==> src/logic/pfds_pkg.sv <==
// package: register map, field layout and reset values of the pin function and drive selector
// What this block does
// - drive field 00 weakest, 11 strongest, 01 and 10 rising in between
// - first drive register: bits 7:6 port b 7-4, 5:4 b 3-0, 3:2 a 7-4, 1:0 a 3-0
// - second drive register: 7:6 port d 6-4, 5:4 d 3-0, 3:2 c 7-4, 1:0 c 3-0
// - third drive register: 7:6 port f 7-4, 5:4 f 3-0, 3:2 e pin 4, 1:0 e 3-0
// - per-port output function registers; peripheral input pins follow the function codes and direction bits
// - port a pin 3: codes 00-10 gpio with interrupt 1, 11 serial data output
// - port a pin 1: codes 00-10 gpio with interrupt 0, 11 serial slave select
// - port a low function bits 5:4 and 1:0 unimplemented, read zero
// - port a pin 7: codes 00-10 gpio with interrupt 1, 11 uart 0 transmit
// - port a pin 6: 00-10 gpio with interrupt 0, 11 uart 0 receive/transmit
// - port a pin 5: 00-10 gpio with interrupt 3, 11 serial clock
// - port a pin 4: 00-10 gpio with interrupt 2, 11 serial data input line
// - port b pin 3: 00/01 gpio, 10 timer 2 pulse, 11 analog 14
// - port b pin 2: 00 gpio timer2 clock, 01 uart2, 10 timer3 pulse, 11 analog 13
// - port b pin 1: 00/01 gpio timer3 clock, 10 uart2 transmit, 11 analog 12
// - port b pin 0: 00-10 gpio standard timer 2 clock, 11 comparator 0 output
// - direction bit 1 input, 0 push-pull output, resets to 1
package pfds_pkg;
  // register byte addresses
  localparam logic [7:0] ADDR_DRIVE_AB   = 8'h00;
  localparam logic [7:0] ADDR_DRIVE_CD   = 8'h04;
  localparam logic [7:0] ADDR_DRIVE_EF   = 8'h08;
  localparam logic [7:0] ADDR_FUNC_A_LOW = 8'h0C;
  localparam logic [7:0] ADDR_FUNC_A_HI  = 8'h10;
  localparam logic [7:0] ADDR_FUNC_B_LOW = 8'h14;
  localparam logic [7:0] ADDR_DIR_A      = 8'h18;
  localparam logic [7:0] ADDR_DIR_B      = 8'h1C;
  localparam logic [7:0] ADDR_STATUS     = 8'h20;
  // readable bits of the port a low function register
  localparam logic [7:0] FUNC_A_LOW_MASK = 8'hCC;
  localparam logic [7:0] FIELD_RESET     = 8'h00;
  localparam logic [7:0] DIR_RESET       = 8'hFF;
  // two-bit function codes
  localparam logic [1:0] CODE_00 = 2'h0;
  localparam logic [1:0] CODE_01 = 2'h1;
  localparam logic [1:0] CODE_10 = 2'h2;
  localparam logic [1:0] CODE_11 = 2'h3;
  // inactive (idle) level of a peripheral input
  localparam logic INPUT_IDLE = 1'b1;

  typedef struct packed {
    logic [7:0] drive_ab;
    logic [7:0] drive_cd;
    logic [7:0] drive_ef;
    logic [7:0] func_a_low;
    logic [7:0] func_a_hi;
    logic [7:0] func_b_low;
    logic [7:0] dir_a;
    logic [7:0] dir_b;
  } pfds_regs_t;

  // peripheral outputs that may reach ports a and b
  typedef struct packed {
    logic serial_data_output;
    logic serial_slave_select;
    logic serial_clock;
    logic serial_data_input_line;
    logic uart0_transmit;
    logic uart2_transmit;
    logic timer2_pulse_output;
    logic timer3_pulse_output;
    logic comparator0_output;
  } pfds_periph_out_t;

  // peripheral inputs fed from ports a and b
  typedef struct packed {
    logic [3:0] external_interrupt_input;
    logic       uart0_receive;
    logic       uart2_receive;
    logic       serial_clock_in;
    logic       serial_data_in;
    logic       serial_slave_select_in;
    logic       timer2_clock_input;
    logic       timer3_clock_input;
    logic       standard_timer2_clock_input;
  } pfds_periph_in_t;

  // per-pin driver control
  typedef struct packed {
    logic [15:0] out;
    logic [15:0] oe;
    logic [15:0] analog_en;
    logic [31:0] drive_level;
  } pfds_pins_t;

  typedef struct packed {
    pfds_regs_t      regs;
    logic [31:0]     prdata;
    logic            pready;
    logic            pslverr;
    pfds_pins_t      pins;
    pfds_periph_in_t pin_in;
    logic [7:0]      drive_cd;
    logic [7:0]      drive_ef;
  } pfds_state_t;
endpackage

==> src/logic/pfds_top.sv <==
// pin function and drive selector for ports a and b with an apb register slave
//
// Chosen here: the register offsets and register access over APB.
`timescale 1ns/1ps
module pfds_top (
  // clock and reset
  input  wire logic                       clk,
  input  wire logic                       rst_n,
  // apb slave
  input  wire logic                       psel,
  input  wire logic                       penable,
  input  wire logic                       pwrite,
  input  wire logic [7:0]                 paddr,
  input  wire logic [31:0]                pwdata,
  output logic      [31:0]                prdata,
  output logic                            pready,
  output logic                            pslverr,
  // gpio data and pins of ports a (bits 7:0) and b (bits 15:8)
  input  wire logic [15:0]                gpio_out,
  input  wire logic [15:0]                pin_in,
  output logic      [15:0]                pin_out,
  output logic      [15:0]                pin_oe,
  output logic      [15:0]                analog_en,
  output logic      [31:0]                drive_level,
  output logic      [7:0]                 drive_level_ports_c_d,
  output logic      [7:0]                 drive_level_ports_e_f,
  // peripherals
  input  wire pfds_pkg::pfds_periph_out_t periph_out,
  output pfds_pkg::pfds_periph_in_t       periph_in
);
  pfds_pkg::pfds_state_t s_q;
  pfds_pkg::pfds_state_t s_d;
  logic                  access;
  logic [1:0]            fsel [16];
  logic [15:0]           gp;
  logic [15:0]           po;
  logic [15:0]           pe;

  assign access = psel && penable && !s_q.pready;

  // --------------------------------------------------------------
  // function field of each pin
  // --------------------------------------------------------------
  always_comb begin
    for (int i = 0; i < 16; i++) begin
      fsel[i] = pfds_pkg::CODE_00;
    end
    fsel[3]  = s_q.regs.func_a_low[7:6];
    fsel[1]  = s_q.regs.func_a_low[3:2];
    fsel[7]  = s_q.regs.func_a_hi[7:6];
    fsel[6]  = s_q.regs.func_a_hi[5:4];
    fsel[5]  = s_q.regs.func_a_hi[3:2];
    fsel[4]  = s_q.regs.func_a_hi[1:0];
    fsel[11] = s_q.regs.func_b_low[7:6];
    fsel[10] = s_q.regs.func_b_low[5:4];
    fsel[9]  = s_q.regs.func_b_low[3:2];
    fsel[8]  = s_q.regs.func_b_low[1:0];
  end

  // --------------------------------------------------------------
  // pin roles: gpio, peripheral output or analog channel
  // --------------------------------------------------------------
  // gp high leaves the pin under its direction bit; a peripheral drives whatever the direction
  always_comb begin
    gp = 16'hFFFF;
    po = 16'h0000;
    pe = 16'h0000;
    if (fsel[3] == pfds_pkg::CODE_11) begin
      gp[3] = 1'b0;
      po[3] = periph_out.serial_data_output;
    end
    if (fsel[1] == pfds_pkg::CODE_11) begin
      gp[1] = 1'b0;
      po[1] = periph_out.serial_slave_select;
    end
    if (fsel[7] == pfds_pkg::CODE_11) begin
      gp[7] = 1'b0;
      po[7] = periph_out.uart0_transmit;
    end
    // single-wire use: the pin transmits and reads itself back as receive
    if (fsel[6] == pfds_pkg::CODE_11) begin
      gp[6] = 1'b0;
      po[6] = periph_out.uart0_transmit;
    end
    if (fsel[5] == pfds_pkg::CODE_11) begin
      gp[5] = 1'b0;
      po[5] = periph_out.serial_clock;
    end
    if (fsel[4] == pfds_pkg::CODE_11) begin
      gp[4] = 1'b0;
      po[4] = periph_out.serial_data_input_line;
    end
    if (fsel[11] == pfds_pkg::CODE_10) begin
      gp[11] = 1'b0;
      po[11] = periph_out.timer2_pulse_output;
    end
    if (fsel[11] == pfds_pkg::CODE_11) begin
      gp[11] = 1'b0;
      pe[11] = 1'b1;
    end
    if (fsel[10] == pfds_pkg::CODE_01) begin
      gp[10] = 1'b0;
      po[10] = periph_out.uart2_transmit;
    end
    if (fsel[10] == pfds_pkg::CODE_10) begin
      gp[10] = 1'b0;
      po[10] = periph_out.timer3_pulse_output;
    end
    if (fsel[10] == pfds_pkg::CODE_11) begin
      gp[10] = 1'b0;
      pe[10] = 1'b1;
    end
    if (fsel[9] == pfds_pkg::CODE_10) begin
      gp[9] = 1'b0;
      po[9] = periph_out.uart2_transmit;
    end
    if (fsel[9] == pfds_pkg::CODE_11) begin
      gp[9] = 1'b0;
      pe[9] = 1'b1;
    end
    if (fsel[8] == pfds_pkg::CODE_11) begin
      gp[8] = 1'b0;
      po[8] = periph_out.comparator0_output;
    end
  end

  // --------------------------------------------------------------
  // next state
  // --------------------------------------------------------------
  always_comb begin
    logic [31:0] rd;
    rd = 32'h0000_0000;
    s_d = s_q;
    s_d.pready  = access;
    s_d.pslverr = 1'b0;
    if (access) begin
      unique case (paddr)
        pfds_pkg::ADDR_DRIVE_AB:   rd = {24'h000000, s_q.regs.drive_ab};
        pfds_pkg::ADDR_DRIVE_CD:   rd = {24'h000000, s_q.regs.drive_cd};
        pfds_pkg::ADDR_DRIVE_EF:   rd = {24'h000000, s_q.regs.drive_ef};
        pfds_pkg::ADDR_FUNC_A_LOW: rd = {24'h000000, s_q.regs.func_a_low};
        pfds_pkg::ADDR_FUNC_A_HI:  rd = {24'h000000, s_q.regs.func_a_hi};
        pfds_pkg::ADDR_FUNC_B_LOW: rd = {24'h000000, s_q.regs.func_b_low};
        pfds_pkg::ADDR_DIR_A:      rd = {24'h000000, s_q.regs.dir_a};
        pfds_pkg::ADDR_DIR_B:      rd = {24'h000000, s_q.regs.dir_b};
        pfds_pkg::ADDR_STATUS:     rd = {16'h0000, pin_in};
        default:                   s_d.pslverr = 1'b1;
      endcase
      if (pwrite) begin
        unique case (paddr)
          pfds_pkg::ADDR_DRIVE_AB:   s_d.regs.drive_ab = pwdata[7:0];
          pfds_pkg::ADDR_DRIVE_CD:   s_d.regs.drive_cd = pwdata[7:0];
          pfds_pkg::ADDR_DRIVE_EF:   s_d.regs.drive_ef = pwdata[7:0];
          pfds_pkg::ADDR_FUNC_A_LOW: s_d.regs.func_a_low = pwdata[7:0] & pfds_pkg::FUNC_A_LOW_MASK;
          pfds_pkg::ADDR_FUNC_A_HI:  s_d.regs.func_a_hi = pwdata[7:0];
          pfds_pkg::ADDR_FUNC_B_LOW: s_d.regs.func_b_low = pwdata[7:0];
          pfds_pkg::ADDR_DIR_A:      s_d.regs.dir_a = pwdata[7:0];
          pfds_pkg::ADDR_DIR_B:      s_d.regs.dir_b = pwdata[7:0];
          default:                   s_d.pslverr = 1'b1;
        endcase
        rd = 32'h0000_0000;
      end
    end
    s_d.prdata = rd;

    // pin drivers; gpio pins follow the direction bit, peripherals drive actively
    for (int i = 0; i < 16; i++) begin
      logic dir;
      dir = (i < 8) ? s_q.regs.dir_a[i[2:0]] : s_q.regs.dir_b[i[2:0]];
      s_d.pins.analog_en[i] = pe[i];
      s_d.pins.out[i] = gp[i] ? gpio_out[i] : po[i];
      s_d.pins.oe[i]  = gp[i] ? !dir : !pe[i];
    end

    // four pins share each field of the first drive register
    s_d.pins.drive_level = {{4{s_q.regs.drive_ab[7:6]}}, {4{s_q.regs.drive_ab[5:4]}},
                            {4{s_q.regs.drive_ab[3:2]}}, {4{s_q.regs.drive_ab[1:0]}}};
    s_d.drive_cd = s_q.regs.drive_cd;
    s_d.drive_ef = s_q.regs.drive_ef;

    // peripheral inputs: taken from the first listed pin that carries them as input, else idle level
    s_d.pin_in.external_interrupt_input = {4{pfds_pkg::INPUT_IDLE}};
    s_d.pin_in.external_interrupt_input[1] =
      (fsel[3] != pfds_pkg::CODE_11 && s_q.regs.dir_a[3]) ? pin_in[3] :
      (fsel[7] != pfds_pkg::CODE_11 && s_q.regs.dir_a[7]) ? pin_in[7] : pfds_pkg::INPUT_IDLE;
    s_d.pin_in.external_interrupt_input[0] =
      (fsel[1] != pfds_pkg::CODE_11 && s_q.regs.dir_a[1]) ? pin_in[1] :
      (fsel[6] != pfds_pkg::CODE_11 && s_q.regs.dir_a[6]) ? pin_in[6] : pfds_pkg::INPUT_IDLE;
    s_d.pin_in.external_interrupt_input[3] =
      (fsel[5] != pfds_pkg::CODE_11 && s_q.regs.dir_a[5]) ? pin_in[5] : pfds_pkg::INPUT_IDLE;
    s_d.pin_in.external_interrupt_input[2] =
      (fsel[4] != pfds_pkg::CODE_11 && s_q.regs.dir_a[4]) ? pin_in[4] : pfds_pkg::INPUT_IDLE;
    s_d.pin_in.uart0_receive = (fsel[6] == pfds_pkg::CODE_11) ? pin_in[6] : pfds_pkg::INPUT_IDLE;
    s_d.pin_in.serial_clock_in = (fsel[5] == pfds_pkg::CODE_11) ? pin_in[5] : pfds_pkg::INPUT_IDLE;
    s_d.pin_in.serial_data_in = (fsel[4] == pfds_pkg::CODE_11) ? pin_in[4] : pfds_pkg::INPUT_IDLE;
    s_d.pin_in.serial_slave_select_in = (fsel[1] == pfds_pkg::CODE_11) ? pin_in[1] : pfds_pkg::INPUT_IDLE;
    s_d.pin_in.uart2_receive = (fsel[10] == pfds_pkg::CODE_01) ? pin_in[10] : pfds_pkg::INPUT_IDLE;
    s_d.pin_in.timer2_clock_input =
      (fsel[10] == pfds_pkg::CODE_00 && s_q.regs.dir_b[2]) ? pin_in[10] : pfds_pkg::INPUT_IDLE;
    s_d.pin_in.timer3_clock_input =
      (fsel[9][1] == 1'b0 && s_q.regs.dir_b[1]) ? pin_in[9] : pfds_pkg::INPUT_IDLE;
    s_d.pin_in.standard_timer2_clock_input =
      (fsel[8] != pfds_pkg::CODE_11 && s_q.regs.dir_b[0]) ? pin_in[8] : pfds_pkg::INPUT_IDLE;

    if (!rst_n) begin
      s_d = '0;
      s_d.regs.dir_a = pfds_pkg::DIR_RESET;
      s_d.regs.dir_b = pfds_pkg::DIR_RESET;
      s_d.regs.drive_ab = pfds_pkg::FIELD_RESET;
      s_d.pin_in = '1;
    end
  end

  always_ff @(posedge clk) begin
    s_q <= s_d;
  end

  assign prdata                = s_q.prdata;
  assign pready                = s_q.pready;
  assign pslverr               = s_q.pslverr;
  assign pin_out               = s_q.pins.out;
  assign pin_oe                = s_q.pins.oe;
  assign analog_en             = s_q.pins.analog_en;
  assign drive_level           = s_q.pins.drive_level;
  assign drive_level_ports_c_d = s_q.drive_cd;
  assign drive_level_ports_e_f = s_q.drive_ef;
  assign periph_in             = s_q.pin_in;
endmodule

==> config.mk <==
export PLATFORM = sky130hd
export DESIGN_NAME = pfds_top
export DESIGN_NICKNAME = d
export VERILOG_FILES = /design/src/logic/pfds_pkg.sv /design/src/logic/pfds_top.sv
export SDC_FILE = /design/constraint.sdc
export NUM_CORES = 1
export LEC_CHECK = 0
export BUFFER_PORTS_ARGS = -buffer_cell sky130_fd_sc_hd__buf_2
export CAP_MARGIN = 20
export CORE_MARGIN = 2
export CORE_UTILIZATION = 54
export DETAILED_ROUTE_END_ITERATION = 10
export GPL_ROUTABILITY_DRIVEN = 0
export PLACE_DENSITY = 0.85
export SLEW_MARGIN = 10
export SYNTH_ARGS = -nofsm -noshare
export SYNTH_HDL_FRONTEND = slang
export SYNTH_SLANG_ARGS = --single-unit
export TNS_END_PERCENT = 20
==> constraint.sdc <==
create_clock -name clk -period 4.55 [get_ports clk]
set_input_delay 0.455 -clock clk [delete_from_list [all_inputs] [get_ports clk]]
set_output_delay 0.455 -clock clk [all_outputs]
set_load 0.005 [all_outputs]
**Word-level counts from Yosys, hierarchy flattened**

Cells that the tools add are included.
Widths: inputs -> output; s select.

- Memory bits (writable): 0
- Memories kept: 0
- Memory bits (read-only): 0
- Input port bits: 86
- Bits in registers: 202
- Logic and storage cells: 158
- Output and inout port bits: 142
- Latch bits: 0

- Reduce and logical (&&, ||, !) cells: 55
- Order comparisons: 0
- Bitwise gates (word level): 3
- Add/subtract/negate cells: 0
- $mul: 0
- Divide/modulo/power cells: 0
- Mux-type cells: 42
- Equality and inequality tests: 29
- Shift-type cells: 0

Operator list:

| kind | number |
|---|---|
| $pmux 16 s9 | 1 |
| $mux 1 | 41 |
| $eq 8x5->1 const B | 4 |
| $eq 2x2->1 const B | 13 |
| $reduce_and 3->1 | 8 |
| $reduce_and 2->1 | 11 |
| $logic_not 1->1 | 20 |
| $eq 8x4->1 const B | 2 |
| $ne 2x2->1 const B | 7 |
| $logic_and 1x1->1 | 11 |
| $reduce_or 9->1 | 1 |
| $eq 8x3->1 const B | 1 |
| $eq 8x6->1 const B | 1 |
| $logic_not 8->1 | 1 |
| $reduce_or 8->1 | 1 |
| $not 1->1 | 3 |
| $reduce_or 3->1 | 1 |
| $eq 2x1->1 const B | 1 |
| $logic_not 2->1 | 1 |

**Longest topological paths before layout**

Gate-level depths: netlist of run 1.

- Depth after elaboration: 5
- Depth in mapped cells: 7
- Depth with buffers taken out: 4

**Least setup slack after synthesis of run 1**

No wires, ideal clock.

- Kind: input -> register
- From: input port paddr[5]
- To: register s_q[150] (netlist name)
- Path buffers: 1
- Data required time: 4421 ps
- Slack: 2558 ps
- Cell stages on the path: 5
- Arrival time: 1863 ps
- Path through: buf_2 > or4b_4 > nor3_4 > mux2i_1 > nand2_1

- Word-level cells in the longest chain between the ends: 2

RTL lines:

| item | line | source |
|---|---|---|
| start: declaration | pfds_top.sv:13 | `input wire logic [7:0] paddr,` |
| $eq 8x5->1 | pfds_top.sv:150 | `unique case (paddr)` |
| $reduce_and 3->1 (no source line) | -- |  |
| end signal: assignment | pfds_top.sv:215 | `s_q <= s_d;` |
| end: declaration | pfds_top.sv:31 | `pfds_pkg::pfds_state_t s_q;` |

No other way between the ends.
A chain may end at the register's enable or synchronous reset.

**Worst setup path after layout of run 1**

- From: input port paddr[4]
- To: register s_q[144] (netlist name)

Same word-level chain as after synthesis.

==> results of run 1 <==
[final cells by class]
class,count,share of cell area [%]
Timing Repair Buffer,175,12.0
Clock buffer,21,6.31
Clock inverter,10,1.13
Multi-Input combinational cell,393,36.6
Inverter,4,0.206
Tap cell,168,2.88
Sequential cell,149,40.9
[logic make-up (layout without fill, tap and decap cells)]
kind of cell	Yosys count	count (layout)	synth area share, %
simple gates	227	227	20.4
buf+inv	177	210	17.7
flops	149	149	44.2
compound gates	69	69	6.98
mux	68	68	10.6
other cells	1	29	0.0556
[layer usage]
metal / share of wire (%) / up-vias / track usage [%]
met5: 0 / - / 0
met4: 3.0 / 0 / 10.4
met3: 9.8 / 30 / 7.17
met2: 44 / 269 / 34.3
met1: 43 / 2150 / 30.5
li1: - / 2281 / -
[synth_stat cells, types with 6 or more instances]
cell	number
and2_1	37
clkbuf_1	27
o21ai_0	15
a31oi_1	6
mux2i_1	60
mux2_2	6
nor2b_1	47
nand4b_1	6
nor2_1	13
and3_1	13
dfxtp_1	149
nand3_1	26
a21boi_0	20
buf_4	140
nand4_1	6
nand2_1	41
a21oi_1	8
[where the power goes]
part / total (W) / switching (W) / internal, W
Sequential: 0.00132 / 0.00000271 / 0.00132
Combinational: 0.000142 / 0.0000863 / 0.0000559
Clock: 0.00128 / 0.000507 / 0.000770
Total: 0.00274 / 0.000596 / 0.00214
[registers in the layout (all words and copies together) (netlist names), 3 cells and up]
name,count
pin_oe,16
periph_in,12
fsel,20
analog_en,3
prdata,16
s_q,40
pin_out,16
drive_level,8
drive_level_ports_c_d,8
drive_level_ports_e_f,8
[worst max-delay path by stage]
stage / from / end / slack, ps / depth (start not counted)
after floorplan: paddr[5] / s_q[150]$_SDFFE_PN1P_ / 2560 / 5
after global placement: paddr[3] / s_q[189]$_SDFFE_PN0P_ / 2100 / 5
after detailed placement: paddr[4] / s_q[145]$_SDFFE_PN1P_ / 2030 / 5
after CTS: paddr[4] / s_q[144]$_SDFFE_PN1P_ / 2470 / 5
after global routing: paddr[4] / s_q[144]$_SDFFE_PN1P_ / 2280 / 5
final: paddr[4] / s_q[144]$_SDFFE_PN1P_ / 2390 / 5
[placed cells by master, fill, tap and decap left out, types with 2 or more instances in the layout]
cell type and n:
a221oi_1 3, inv_1 3, clkbuf_16 17, nor3b_1 5, mux2_2 6, and2_1 37, buf_2 174, nand3_1 26
clkbuf_8 2, nor2b_1 47, dfxtp_1 149, clkinvlp_4 3, conb_1 29, nor2_1 13, o311ai_0 2, nor4_1 3
and3b_1 2, mux4_2 2, and4_1 2, a21oi_1 8, or4b_4 2, nand2b_1 4, mux2i_1 60, nand3b_1 5
or2_2 2, o21ai_0 15, nand2_1 41, nor4_4 2, a21boi_0 20, nand4b_1 6, a31oi_1 6, o2bb2ai_1 2
or3_1 2, a22oi_1 5, clkbuf_1 2, clkinv_2 6, and3_1 13, nand4_1 6
[metrics by stage]
step	cells	setup slack [ps]	instance area, um^2
floorplan	719	2560	6850
global placement	889	2100	6760
detailed placement	889	2030	6760
CTS	920	2470	7300
global route	920	2280	7300
finish	920	2390	7300
==> results_dict.tcl, run 1 <==
set metrics [dict create \
    tightest_slew_ps 1000 \
    via_per_inst 5.14 \
    ir_worst_vdd_v 0.000205 \
    fin_crit_sh_pct 47.5 \
    syn-cell-area_um2 6740 \
    critPathLaunchType "input port" \
    syn_area_per_cell_um2 9.76 \
    cp_top_family "simple AND/OR/NAND/NOR gates" \
    dieArea_um2 13400 \
    worst-path-buf-inv 1 \
    setup_violations 0 \
    fin_nets 826 \
    synth-edff-count 0 \
    powerDensity_nw_per_um2 375 \
    grtUsageTotal_pct 23.0 \
    routed_wirelength_um 15300 \
    hold_path_class "in2reg" \
    htreeDepth 4 \
    clkSinkCount 149 \
    grt_pass1_vias 4284 \
    max_stage_delay_ps 610 \
    synth-seq-cells 149 \
    num_rows 40 \
    num-fill-cells 1028 \
    cap_violations 0 \
    netlist_instances 691 \
    clkLatencyLatePin_ps 420 \
    crit_fanout 27 \
    drc 0 \
    critPathArrivalTime_ps 2410 \
    holdPathStages 2 \
    area_growth_syn_to_layout_pct 8.24 \
    cp.required_ps 4800 \
    grt_max_degree 130 \
    clock_path_buffers 2 \
    grt-ovfl-total 0 \
    status "complete, no violations" \
    rsz0062_at_grt "false" \
    holdPathEnd "periph_in[1]$_SDFF_PN1_" \
    crit_type "in2reg" \
    clk_pin_slew_ps 60 \
    slew_violations 0 \
    tns_ps 0 \
    synth_flop_cell "dfxtp_1" \
    drt-initial-drc-count 471 \
    wl_per_cell_um 16.6 \
    dieHeight_um 116 \
    cts_buffers 17 \
    antenna_found_initial 0 \
    finClkSkew_ps 7.51 \
    core_um2 12100 \
    hold_buffers 0 \
    n_antenna_cell 0 \
    crit-reg2reg-launch "pready$_SDFF_PN0_" \
    ant_nets 0 \
    multi_input_area_um2 2670 \
    cts_root_buf "clkbuf_16" \
    holdWs_ps 240 \
    initial_core_util_pct 55.7 \
    ios 228 \
    grt_pass1_wl_um 23100 \
    synth_cell_types 54 \
    die_x_um 116 \
    fmax_mhz 463 \
    reg2reg_depth 4 \
    port_buffers 174 \
    p_leak_nw 3.34 \
    post_cts_buffers 0 \
    synth_top_area_share_pct 44.2 \
    cts.repair.resized 0 \
    period_needed_ps 2160 \
    cts_tree "built" \
    hold_viol_final 0 \
    synth.area.top_cells "dfxtp_1 44%, buf_4 16%, mux2i_1 8.9%" \
    cp-end-kind "flop" \
    route.vias.total 4730 \
    yosysTopAreaCell "dfxtp_1" \
    drive_above_1_share_pct 29.7 \
    max_slew_margin_pct 33.3 \
    rrSetupSlack_ps 2530 \
    regArea_um2 2980 \
    crit_chain "buf_2, nor4b_2, nand4_1, mux2i_1, nand2_1" \
    synth_warnings 0 \
    p_total_w 0.00274 \
    slowest_stage "nand4_1" \
    worstHoldStart "pin_in[9]" \
    async_reset_ff_share_pct 0 \
    timing.rr.end "s_q[184]$_SDFFE_PN0P_" \
    place_hpwl_um 10700 \
    drt_pass1_iterations 5 \
    ys_seq_area_share_pct 44.2 \
    post-route-util_pct 60.3 \
]
(Power assumes the default switching activity.)
==> run 2: changes to the inputs <==
--- a/config.mk
+++ b/config.mk
@@ -5,13 +5,14 @@
 export SDC_FILE = /design/constraint.sdc
 export NUM_CORES = 1
 export LEC_CHECK = 0
+export ABC_AREA = 1
 export BUFFER_PORTS_ARGS = -buffer_cell sky130_fd_sc_hd__buf_2
 export CAP_MARGIN = 20
 export CORE_MARGIN = 2
-export CORE_UTILIZATION = 54
+export CORE_UTILIZATION = 45
 export DETAILED_ROUTE_END_ITERATION = 10
 export GPL_ROUTABILITY_DRIVEN = 0
-export PLACE_DENSITY = 0.85
+export PLACE_DENSITY = 0.76
 export SLEW_MARGIN = 10
 export SYNTH_ARGS = -nofsm -noshare
 export SYNTH_HDL_FRONTEND = slang
==> constraint.sdc (replaced) <==
create_clock -name clk -period 1.8 [get_ports clk]
set_input_delay 0.18 -clock clk [delete_from_list [all_inputs] [get_ports clk]]
set_output_delay 0.18 -clock clk [all_outputs]
set_load 0.005 [all_outputs]
==> results_dict.tcl, run 2 <==
set metrics [dict create \
    yosysTopAreaCell "dfxtp_1" \
    final_cell_mix "174 x buf_2, 153 x nor2_1, 149 x dfxtp_1" \
    async_reset_ff_share_pct 0 \
    fin_nets 1048 \
    cts_root_buf "clkbuf_16" \
    cp.required_ps 2110 \
    synth_cell_types 30 \
    synthXorXnorAreaFrac_pct 0 \
    pre_cts_ws_ps 229 \
    setup_violations 0 \
    grtUsageTotal_pct 20.0 \
    post_cts_buffers 0 \
    slew_violations 0 \
    hold_buffers 23 \
    antenna_found_initial 4 \
    post-synth-top-count-cell "nor2_1" \
    synth_top_family_by_area "simple AND/OR/NAND/NOR gates" \
    synth_common_cells "153 x nor2_1, 149 x dfxtp_1, 145 x buf_4, 145 x nand2_1, 77 x inv_1" \
    critPathLaunchType "flop" \
    dieHeight_um 125 \
    ios 228 \
    syn_area_per_cell_um2 7.60 \
    area_growth_syn_to_layout_pct 14.6 \
    core_um2 14500 \
    drc 0 \
    drive_above_1_share_pct 25.7 \
    ir_worst_vdd_v 0.000870 \
    ys_seq_area_share_pct 45.0 \
    clk_pin_slew_ps 60 \
    syn-cell-area_um2 6620 \
    synth_flop_cell "dfxtp_1" \
    p_total_w 0.00741 \
    cts.repair.resized 0 \
    crit_type "reg2reg" \
    routed_wirelength_um 15800 \
    dieArea_um2 15700 \
    finClkSkew_ps 11.5 \
    final_cell_count_no_fill 1157 \
    crit_fanout 4 \
    layout_commonest_cell "buf_2" \
    dp_cells 1104 \
    synth_warnings 0 \
    grt-ovfl-total 0 \
    synth_compound_gate_area_share_pct 6.27 \
    synth_top_area_share_pct 45.0 \
    route.vias.total 5326 \
    fin_crit_sh_pct 79.3 \
    synth-edff-count 0 \
    fmax_mhz 700 \
    die_x_um 125 \
    num_rows 44 \
    status "complete, no violations" \
    clock_path_buffers 2 \
    initial_core_util_pct 45.7 \
    setup_ws_ps 372 \
    synth_fa_ha_area_share_pct 0 \
    place_hpwl_um 11500 \
    synth-seq-cells 149 \
    muxShareOfSynthArea_pct 0 \
    hold_viol_final 0 \
    synth.area.top_cells "dfxtp_1 45%, buf_4 16%, nor2_1 8.7%" \
    port_buffers 174 \
    critPathArrivalTime_ps 1730 \
    yosys.area_share.simple_pct 25.9 \
    drt-initial-drc-count 343 \
    drt_pass1_iterations 8 \
    htreeDepth 4 \
    clkLatencyLatePin_ps 430 \
    hold_path_class "in2reg" \
    period_needed_ps 1430 \
    largest-register "s_q" \
    cap_violations 0 \
    cts_buffers 17 \
    grt_pass1_vias 4949 \
    holdWs_ps 22.8 \
    rsz0062_at_grt "false" \
    grt_max_degree 65 \
    netlist_instances 871 \
    cts_tree "built" \
    p_leak_nw 4.09 \
    wl_per_cell_um 13.7 \
    cp-end-kind "flop" \
    largest_reg_flops 40 \
    clkSinkCount 149 \
    via_per_inst 4.60 \
    n_antenna_cell 0 \
    grt_pass1_wl_um 24800 \
    powerDensity_nw_per_um2 976 \
    tns_ps 0 \
    ant_nets 0 \
]
-- run 2: cell count changes after synthesis, sizes merged, moves of 13 or more --
cell,change
nand3,+30
nand2,+114
and3,-13
a21boi,-20
nor2b,-47
and2,-37
inv,+83
o21ai,+37
clkbuf,-16
nor2,+152
mux2i,-60
-- run 2: layout make-up --
cell class,count,area (um^2)
Fill cell,1402,6890
Sequential cell,149,2980
Multi-Input combinational cell,499,2240
Timing Repair Buffer,208,1200
Clock buffer,18,439
Inverter,87,327
Tap cell,184,230
Clock inverter,12,178
-- run 2: report_power, final --
group	switching [W]	internal [W]	total (W)	leakage (nW)
registers	0.00000692	0.00333	0.00334	1.21
logic	0.000215	0.000146	0.000361	2.58
clock network	0.00137	0.00234	0.00372	0.302
total	0.00160	0.00582	0.00741	4.09
-- run 2: logic make-up after synthesis --
kind of cell,count (synthesis)
buffers and inverters,251
flip-flops,149
other,1
AO/OA/AOI/OAI,78
AND/OR/NAND/NOR,392
-- run 2: path summary, 6_finish.rpt --
path / slack, ps / end / cells past startpoint / startpoint
setup / recovery: 370 / pin_out[1]$_SDFF_PN0_ / 4 / fsel[29]$_SDFFE_PN0P_
hold / removal: 20 / pin_out[3]$_SDFF_PN0_ / 3 / periph_out[8]
setup reg to reg: 370 / pin_out[1]$_SDFF_PN0_ / 4 / fsel[29]$_SDFFE_PN0P_
hold reg to reg: 420 / pin_oe[2]$_SDFF_PN0_ / 1 / s_q[152]$_SDFFE_PN1P_
-- run 2: critical path: stages (launching register included) --
cell           delay, ps
dfxtp_1              350
nand2_1              170
o21ai_0              190
nor2_1                50
dlygate4sd3_1        550
-- run 2: metal layers --
metal | routed length (um) | vias to the layer above | GRT usage (%)
met4 | 354 | 4 | 7.91
met3 | 1340 | 30 | 7.40
met1 | 6860 | 2363 | 25.2
met2 | 7240 | 207 | 31.4
met5 | 24 | - | 0
li1 | - | 2722 | -
-- run 2: stage by stage --
step                utilization (%)  instance area (um^2)
global route                   52.4                  7590
global placement               46.6                  6750
CTS                            52.4                  7590
finish                         52.4                  7590
detailed placement             46.6                  6750
floorplan                         -                  6730
